--- config.mk ---
export PLATFORM = sky130hd
export DESIGN_NAME = ucg_clock_gen
export DESIGN_NICKNAME = d
export VERILOG_FILES = /design/src/core/ucg_pkg.sv /design/src/core/ucg_baud_if.sv /design/src/core/ucg_clock_gen.sv /design/src/core/ucg_baud_gen.sv
export SDC_FILE = /design/constraint.sdc
export NUM_CORES = 1
export LEC_CHECK = 0
export BUFFER_PORTS_ARGS = -buffer_cell sky130_fd_sc_hd__buf_4
export CAP_MARGIN = 0
export CORE_UTILIZATION = 55
export DETAILED_ROUTE_END_ITERATION = 16
export PLACE_DENSITY = 0.79
export SYNTH_ARGS = -nofsm -noshare
export SYNTH_HDL_FRONTEND = slang
export SYNTH_SLANG_ARGS = --single-unit
--- constraint.sdc ---
create_clock -name mclk -period 3.1 [get_ports mclk]
set_input_delay 0.155 -clock mclk [delete_from_list [all_inputs] [get_ports mclk]]
set_output_delay 0.155 -clock mclk [all_outputs]
set_load 0.1 [all_outputs]
--- src/core/ucg_pkg.sv ---
// Constants and types shared by the serial clock generation unit
`default_nettype none

package ucg_pkg;

	// Widths
	localparam int DATA_W     = 8;
	localparam int ADDR_W     = 4;
	localparam int DIV_W      = 12;
	localparam int DIV_HIGH_W = 4;
	localparam int PHASE_W    = 4;

	// Register offsets
	localparam logic [ADDR_W-1:0] ADDR_CTRL     = 4'h0;
	localparam logic [ADDR_W-1:0] ADDR_DIV_LOW  = 4'h1;
	localparam logic [ADDR_W-1:0] ADDR_DIV_HIGH = 4'h2;
	localparam logic [ADDR_W-1:0] ADDR_STATUS   = 4'h3;

	// Control register field positions
	localparam int CTRL_SYNC      = 0;
	localparam int CTRL_DOUBLE    = 1;
	localparam int CTRL_DIR_OUT   = 2;
	localparam int CTRL_POLARITY  = 3;
	localparam int CTRL_POWER_OFF = 4;

	// Status register field positions
	localparam int STAT_PHASE = 0;
	localparam int STAT_MODE  = 4;
	localparam int STAT_XCK   = 6;

	// Values after reset
	localparam logic [DATA_W-1:0] CTRL_RESET = 8'h00;
	localparam logic [DIV_W-1:0]  DIV_RESET  = 12'h000;

	// Generator ticks per transmitter clock, and receiver states
	localparam logic [PHASE_W:0] RATIO_NORMAL = 5'h10;
	localparam logic [PHASE_W:0] RATIO_DOUBLE = 5'h08;
	localparam logic [PHASE_W:0] RATIO_SYNC   = 5'h02;

	// Clock modes
	typedef enum logic [1:0] {
		MODE_ASYNC_NORMAL,
		MODE_ASYNC_DOUBLE,
		MODE_SYNC_MASTER,
		MODE_SYNC_SLAVE
	} ucg_mode_t;

endpackage : ucg_pkg

`default_nettype wire

--- src/core/ucg_baud_if.sv ---
// Link between the clock unit and its baud rate down-counter
`default_nettype none

interface ucg_baud_if;
	logic [ucg_pkg::DIV_W-1:0] divisor;
	logic                      reload;
	logic                      enable;
	logic                      tick;

	modport ctrl (output divisor, output reload, output enable, input tick);
	modport gen  (input divisor, input reload, input enable, output tick);
endinterface : ucg_baud_if

`default_nettype wire

--- src/core/ucg_clock_gen.sv ---
// Serial clock generation unit: modes, dividers, transfer clock pin
// Summary of operation
// - Four clock modes: async normal, async double, sync master, sync slave.
// - Mode select bit zero means asynchronous, one means synchronous.
// - In sync mode pin direction out means master, in means slave.
// - Transfer clock pin neither driven nor used in asynchronous modes.
// - Internal generator serves async and master; slave uses synchronised pin.
// - Down-counter reloads divisor at zero and on divisor low write.
// - One tick per zero count: system clock over divisor plus one.
// - Transmit clock is tick (pin edge in slave mode) over 16, 8 or 2 by mode.
// - Receiver steps 16, 8 or 2 states on generator tick, or on pin edge in slave mode.
// - Divisor 0 to 4095 from high and low registers together.
// - Double speed bit only acts in async mode, 16 becomes 8.
// - Double speed gives receiver 8 samples per bit, not 16.
// - External clock passes synchronisation logic beside the generator.
// - Slave clock goes through sync register and edge detector, two cycles.
// - Polarity clear: change on rising, sample on falling; set reverses.
//
// The placing of the registers and the address-and-strobe port are this design's own decisions.
`default_nettype none

module ucg_clock_gen (
	input  wire logic                       mclk,
	input  wire logic                       rstn,
	input  wire logic [ucg_pkg::ADDR_W-1:0] addr,
	input  wire logic [ucg_pkg::DATA_W-1:0] wdata,
	input  wire logic                       wrStb,
	input  wire logic                       rdStb,
	output logic      [ucg_pkg::DATA_W-1:0] rdata,
	input  wire logic                       xckIn,
	output logic                            xckOut,
	output logic                            xckOe,
	output logic                            txClkTick,
	output logic                            rxClkTick,
	output logic     [ucg_pkg::PHASE_W-1:0] rxPhase,
	output logic                            dataChangeTick,
	output logic                            dataSampleTick
);

	// Whole state of the unit, baud down-counter aside, in one record
	typedef struct packed {
		logic                      syncMode;
		logic                      doubleSpeed;
		logic                      pinDirOut;
		logic                      polarity;
		logic                      powerOff;
		logic [7:0]                divLow;
		logic [3:0]                divHigh;
		logic                      reloadPend;
		logic                      xckSync1;
		logic                      xckSync2;
		logic                      xckPrev;
		logic                      xckDrive;
		logic                      xckOe;
		logic [3:0]                txCount;
		logic [3:0]                rxPhase;
		logic                      txClkTick;
		logic                      rxClkTick;
		logic                      changeTick;
		logic                      sampleTick;
		logic [7:0]                rdata;
	} ucg_gen_state_t;

	localparam ucg_gen_state_t ST_RESET = '{
		syncMode:    ucg_pkg::CTRL_RESET[ucg_pkg::CTRL_SYNC],
		doubleSpeed: ucg_pkg::CTRL_RESET[ucg_pkg::CTRL_DOUBLE],
		pinDirOut:   ucg_pkg::CTRL_RESET[ucg_pkg::CTRL_DIR_OUT],
		polarity:    ucg_pkg::CTRL_RESET[ucg_pkg::CTRL_POLARITY],
		powerOff:    ucg_pkg::CTRL_RESET[ucg_pkg::CTRL_POWER_OFF],
		divLow:      ucg_pkg::DIV_RESET[7:0],
		divHigh:     ucg_pkg::DIV_RESET[11:8],
		default:     '0
	};

	ucg_gen_state_t     st_r;
	ucg_gen_state_t     st_nxt;
	ucg_pkg::ucg_mode_t mode;
	logic [3:0]         lastStep;
	logic               extRise;
	logic               extFall;
	logic               newLvl;
	logic               isChange;

	// Mode from the three control bits
	function automatic ucg_pkg::ucg_mode_t modeOf(
		input logic sync,
		input logic dirOut,
		input logic dbl
	);
		if (sync)
			return dirOut ? ucg_pkg::MODE_SYNC_MASTER : ucg_pkg::MODE_SYNC_SLAVE;
		else
			return dbl ? ucg_pkg::MODE_ASYNC_DOUBLE : ucg_pkg::MODE_ASYNC_NORMAL;
	endfunction : modeOf

	// Highest counter value for a mode
	function automatic logic [3:0] lastPhase(input ucg_pkg::ucg_mode_t m);
		logic [4:0] ratio;
		case (m)
			ucg_pkg::MODE_ASYNC_NORMAL: ratio = ucg_pkg::RATIO_NORMAL - 5'h01;
			ucg_pkg::MODE_ASYNC_DOUBLE: ratio = ucg_pkg::RATIO_DOUBLE - 5'h01;
			default:                    ratio = ucg_pkg::RATIO_SYNC - 5'h01;
		endcase
		return ratio[3:0];
	endfunction : lastPhase

	// Wrapping step; the >= also recovers after a mode change
	function automatic logic [3:0] stepPhase(
		input logic [3:0] cur,
		input logic [3:0] last
	);
		return (cur >= last) ? 4'h0 : cur + 4'h1;
	endfunction : stepPhase

	// Baud rate generator and its link
	ucg_baud_if baud ();

	assign baud.divisor = {st_r.divHigh, st_r.divLow};
	assign baud.reload  = st_r.reloadPend;
	assign baud.enable  = !st_r.powerOff;

	ucg_baud_gen u_baud (
		.mclk (mclk),
		.rstn (rstn),
		.bus  (baud)
	);

	// Next state: register port, pin synchroniser, dividers
	always_comb
	begin
		st_nxt   = st_r;
		newLvl   = 1'b0;
		isChange = 1'b0;
		mode     = modeOf(st_r.syncMode, st_r.pinDirOut, st_r.doubleSpeed);
		lastStep = lastPhase(mode);
		extRise  = st_r.xckSync2 && !st_r.xckPrev;
		extFall  = !st_r.xckSync2 && st_r.xckPrev;

		// Register writes
		st_nxt.reloadPend = 1'b0;
		if (wrStb)
		begin
			if (addr == ucg_pkg::ADDR_CTRL)
			begin
				st_nxt.syncMode    = wdata[ucg_pkg::CTRL_SYNC];
				st_nxt.doubleSpeed = wdata[ucg_pkg::CTRL_DOUBLE];
				st_nxt.pinDirOut   = wdata[ucg_pkg::CTRL_DIR_OUT];
				st_nxt.polarity    = wdata[ucg_pkg::CTRL_POLARITY];
				st_nxt.powerOff    = wdata[ucg_pkg::CTRL_POWER_OFF];
			end
			else if (addr == ucg_pkg::ADDR_DIV_LOW)
			begin
				st_nxt.divLow     = wdata;
				st_nxt.reloadPend = 1'b1;
			end
			else if (addr == ucg_pkg::ADDR_DIV_HIGH)
			begin
				st_nxt.divHigh = wdata[3:0];
			end
		end

		// Read data stands one cycle, zero otherwise and when unmapped
		st_nxt.rdata = 8'h00;
		if (rdStb)
		begin
			if (addr == ucg_pkg::ADDR_CTRL)
			begin
				st_nxt.rdata[ucg_pkg::CTRL_SYNC]      = st_r.syncMode;
				st_nxt.rdata[ucg_pkg::CTRL_DOUBLE]    = st_r.doubleSpeed;
				st_nxt.rdata[ucg_pkg::CTRL_DIR_OUT]   = st_r.pinDirOut;
				st_nxt.rdata[ucg_pkg::CTRL_POLARITY]  = st_r.polarity;
				st_nxt.rdata[ucg_pkg::CTRL_POWER_OFF] = st_r.powerOff;
			end
			else if (addr == ucg_pkg::ADDR_DIV_LOW)
			begin
				st_nxt.rdata = st_r.divLow;
			end
			else if (addr == ucg_pkg::ADDR_DIV_HIGH)
			begin
				st_nxt.rdata[3:0] = st_r.divHigh;
			end
			else if (addr == ucg_pkg::ADDR_STATUS)
			begin
				st_nxt.rdata[ucg_pkg::STAT_PHASE +: 4] = st_r.rxPhase;
				st_nxt.rdata[ucg_pkg::STAT_MODE +: 2]  = mode;
				st_nxt.rdata[ucg_pkg::STAT_XCK]        = st_r.xckSync2;
			end
		end

		// two-stage synchroniser; first stage feeds only the second
		st_nxt.xckSync1 = xckIn;
		st_nxt.xckSync2 = st_r.xckSync1;
		st_nxt.xckPrev  = st_r.xckSync2;

		// Event outputs are single-cycle pulses
		st_nxt.txClkTick  = 1'b0;
		st_nxt.rxClkTick  = 1'b0;
		st_nxt.changeTick = 1'b0;
		st_nxt.sampleTick = 1'b0;
		st_nxt.xckOe      = (mode == ucg_pkg::MODE_SYNC_MASTER) && !st_r.powerOff;

		if (st_r.powerOff)
		begin
			// Powered down: counters parked so restart is clean
			st_nxt.txCount  = 4'h0;
			st_nxt.rxPhase  = 4'h0;
			st_nxt.xckDrive = st_r.polarity;
		end
		else
		begin
			case (mode)
				ucg_pkg::MODE_ASYNC_NORMAL,
				ucg_pkg::MODE_ASYNC_DOUBLE:
				begin
					// Idle level kept so a later master start is clean
					st_nxt.xckDrive = st_r.polarity;
					if (baud.tick)
					begin
						st_nxt.rxClkTick = 1'b1;
						st_nxt.rxPhase   = stepPhase(st_r.rxPhase, lastStep);
						st_nxt.txCount   = stepPhase(st_r.txCount, lastStep);
						st_nxt.txClkTick = (st_r.txCount >= lastStep);
					end
				end
				ucg_pkg::MODE_SYNC_MASTER:
				begin
					if (baud.tick)
					begin
						newLvl          = !st_r.xckDrive;
						st_nxt.xckDrive = newLvl;
						isChange          = newLvl ^ st_r.polarity;
						st_nxt.changeTick = isChange;
						st_nxt.sampleTick = !isChange;
						st_nxt.txClkTick  = isChange;
						st_nxt.txCount    = 4'h0;
						st_nxt.rxClkTick  = 1'b1;
						st_nxt.rxPhase    = stepPhase(st_r.rxPhase, lastStep);
					end
				end
				default:
				begin
					st_nxt.xckDrive = st_r.polarity;
					if (extRise || extFall)
					begin
						isChange          = st_r.polarity ? extFall : extRise;
						st_nxt.changeTick = isChange;
						st_nxt.sampleTick = !isChange;
						st_nxt.txClkTick  = isChange;
						st_nxt.txCount    = 4'h0;
						st_nxt.rxClkTick  = 1'b1;
						st_nxt.rxPhase    = stepPhase(st_r.rxPhase, lastStep);
					end
				end
			endcase
		end
	end

	// State register
	always_ff @(posedge mclk or negedge rstn)
	begin
		if (!rstn)
			st_r <= ST_RESET;
		else
			st_r <= st_nxt;
	end

	// Outputs straight from the state register
	assign rdata          = st_r.rdata;
	assign xckOut         = st_r.xckDrive;
	assign xckOe          = st_r.xckOe;
	assign txClkTick      = st_r.txClkTick;
	assign rxClkTick      = st_r.rxClkTick;
	assign rxPhase        = st_r.rxPhase;
	assign dataChangeTick = st_r.changeTick;
	assign dataSampleTick = st_r.sampleTick;

	logic asyncOn;
	logic masterOn;
	logic slaveLow;
	assign asyncOn  = !st_r.syncMode && !st_r.powerOff;
	assign masterOn = (mode == ucg_pkg::MODE_SYNC_MASTER) && !st_r.powerOff;
	assign slaveLow = (mode == ucg_pkg::MODE_SYNC_SLAVE) && !st_r.powerOff && !st_r.polarity;
endmodule : ucg_clock_gen

`default_nettype wire

--- src/core/ucg_baud_gen.sv ---
// Baud rate generator: reloading down-counter on the system clock
`default_nettype none

module ucg_baud_gen (
	input  wire logic mclk,
	input  wire logic rstn,
	ucg_baud_if.gen   bus
);

	typedef struct packed {
		logic [ucg_pkg::DIV_W-1:0] count;
		logic                      tick;
	} ucg_baud_state_t;

	localparam ucg_baud_state_t ST_RESET = '{count: ucg_pkg::DIV_RESET, tick: 1'b0};

	ucg_baud_state_t st_r;
	ucg_baud_state_t st_nxt;

	// Count down; a zero count emits a tick and reloads
	always_comb
	begin
		st_nxt = st_r;
		st_nxt.tick = bus.enable && (st_r.count == 12'h000);
		if (!bus.enable || bus.reload || st_r.count == 12'h000)
			st_nxt.count = bus.divisor;
		else
			st_nxt.count = st_r.count - 12'h001;
	end

	// State register
	always_ff @(posedge mclk or negedge rstn)
	begin
		if (!rstn)
			st_r <= ST_RESET;
		else
			st_r <= st_nxt;
	end

	assign bus.tick = st_r.tick;
endmodule : ucg_baud_gen

`default_nettype wire

==> impl_metrics.tcl <==
set metrics [dict create \
    core-area_mm2 0.005107 \
    synthArstFlopShare 1.000 \
    rsz0062_at_grt "false" \
    gp_congestion 0.8343 \
    port_buffers 34 \
    dpl-instance-area_mm2 0.003166 \
    rows 26 \
    initial_core_util 0.5745 \
    cts.clk_slew.worst_paths_ps 90 \
    grt_busiest_layer "met2" \
    wl_per_cell_um 15.75 \
    drtIter0Drc 112 \
    grt.met3_usage 0.03614 \
    overflow 0 \
    use_met1 0.2900 \
    clockBufferDepth 2 \
    synth_flop_cell "dfrtp_1" \
    n_antenna_cell 0 \
    slew_headroom 0.2278 \
    worst_slew_pin_slew_ps 1152 \
    drive_gt1_frac 0.2766 \
    yosysSeqAreaShare 0.4776 \
    drtAntennaViolNets 0 \
    fin_nets 310 \
    whs_path_depth 2 \
    grt_use_met2 0.3554 \
    syn_to_final_growth_pct 11.64 \
    pin_count 35 \
    hold_viol 0 \
    slew_violations 0 \
    critPathKind "reg -> reg" \
    grt_pass1_wl_um 8894 \
    min_period_ps 2260 \
    grt_usage 0.2151 \
    irDropWorstVdd_v 0.0004003 \
    die_x_um 75.04 \
    dp_hpwl_um 4097 \
    grt_max_degree 57 \
    leakagePower_nw 1.596 \
    grt_pass1_vias 1920 \
    num_vias 1927 \
    final_cell_area_mm2 0.003276 \
    drc 0 \
    clock_latency_ps 300 \
    ctsResizeCount 0 \
    syn-num-nets 284 \
    clock-sinks 56 \
    synth-edff-count 0 \
    avgSynthCellArea_um2 11.51 \
    netlist_area_mm2 0.002934 \
    cpMaxStageDelayCell "nor3_2" \
    cp_num_cells 5 \
    critPathBufInv 1 \
    period_share 0.7290 \
    via_per_inst 5.474 \
    ff2ff_path_depth 5 \
    finalSetupViolCount 0 \
    synth_cells 255 \
    die_height_um 75.04 \
    critical_path_peak_fanout 12 \
    fmax_mhz 442.5 \
    mostFrequentLayoutCells "dfrtp_1, buf_4, nand2_1" \
    power.density_mw_per_mm2 759.8 \
    crit_path_end_kind "flip-flop" \
    cts-buffers-inserted 5 \
    yosysWarnings 0 \
    cts_tree "done" \
    fin_skew_ps 11.05 \
    cp_cell_sequence "inv_1 -> ha_1 -> and4_1 -> nor3_2 -> mux2_2" \
    max-cap-violations 0 \
    layout_commonest_cell "dfrtp_1" \
    antenna_found_initial 0 \
    synth_cell_types 51 \
    cts-root-buf "clkbuf_8" \
    dieArea_mm2 0.005631 \
    routed_wirelength_um 5544 \
    cp_slowest_stage_delay_ps 870 \
    arrival_ps 2450 \
    status "complete, no violations" \
    min_path_type "in -> reg" \
    setup_tns_ps 0 \
    htree_num_levels 2 \
    synth_seq_cells 56 \
    first_pass_iters 4 \
    worstPathRequired_ps 3290 \
    path_delay_family "simple AND/OR/NAND/NOR gates" \
    startpoint_type "flip-flop" \
]
logic make-up after synthesis:
group,share of synthesized area
simple gates,0.1493
flops,0.4776
mux,0.1599
compound gates,0.07463
buf+inv,0.05458
fa+ha+maj,0.05117
xor+xnor,0.03284
flip-flops by register name (all words and copies together) (netlist names):
name             flops
rxClkTick            1
st_nxt               2
xckOe                1
dataChangeTick       1
baud.divisor        12
rdata                8
u_baud.st_r         12
u_baud.bus.tick      1
dataSampleTick       1
baud.reload          1
st_r                10
txClkTick            1
xckOut               1
rxPhase              4
per-layer routing:
metal  part of all wire  up-vias
met5                  0        -
met4              0.015        0
met3              0.041        9
met2               0.46       55
met1               0.48      921
li1                   -      942
synth_stat cells (all sizes together) (3+ instances only):
cell type | count | area share
mux2i | 12 | 0.041
a21oi | 13 | 0.022
xnor2 | 7 | 0.021
xor2 | 4 | 0.012
inv | 9 | 0.012
nand3 | 7 | 0.012
nor2b | 4 | 0.0085
clkbuf | 4 | 0.0051
nor3 | 4 | 0.010
a21o | 3 | 0.010
o21ai | 5 | 0.0085
buf | 15 | 0.038
mux2 | 28 | 0.12
nor2 | 13 | 0.017
ha | 12 | 0.051
nand2 | 22 | 0.028
dfrtp | 56 | 0.48
worst paths after layout:
path,startpoint,end,slack (ps)
hold / removal,wdata[5],baud.divisor[5],80
hold reg to reg,st_nxt[23],st_nxt[22],360
min in group asynchronous,rstn,rxClkTick,430
max in group asynchronous,rstn,rdata[5],2210
setup reg to reg,u_baud.st_r[1],u_baud.st_r[12],840
setup / recovery,u_baud.st_r[1],u_baud.st_r[12],840
timing repair:
item / in CTS / in global routing
buffers inserted: 0 / 0
endpoints found under the hold margin: 57 / 0
hold buffers: 2 / 0
report_power, final:
group	internal, mW	leakage (nW)	switching, mW
Sequential	0.894	0.718	0.191
Clock	0.183	0.0455	0.215
Combinational	0.424	0.832	0.581
Total	1.50	1.60	0.988
cell type report:
cell class                      instances  area, µm²
Fill cell                             419       1832
Sequential cell                        56       1401
Multi-Input combinational cell        171       1373
Timing Repair Buffer                   38      290.3
Clock buffer                            8      90.09
Tap cell                               70      87.58
Inverter                                9      33.78
worst reg2reg max path, delay by kind of cell, from the launching register on:
family / cells / cell delay, ps
simple gates: 2 / 1030
mux: 1 / 430
flops: 1 / 390
fa+ha+maj: 1 / 210
buf+inv: 1 / 90
metrics by stage:
step | setup WS (ps) | power (mW) | hold slack [ps] | utilization | instances
final | 840.0 | 2.489 | 77.63 | 0.6414 | 352
after global routing | 742.6 | 2.633 | 74.08 | 0.6414 | 352
after CTS | 830.5 | 2.498 | 78.75 | 0.6414 | 352
after detailed placement | 844.8 | 2.103 | 243.3 | 0.6198 | 342
after global placement | 887.3 | 2.060 | 238.3 | 0.6198 | 342
after floorplan | 962.0 | 1.877 | -140.6 | - | 255
No activity file was read; power rests on OpenSTA's default activity.
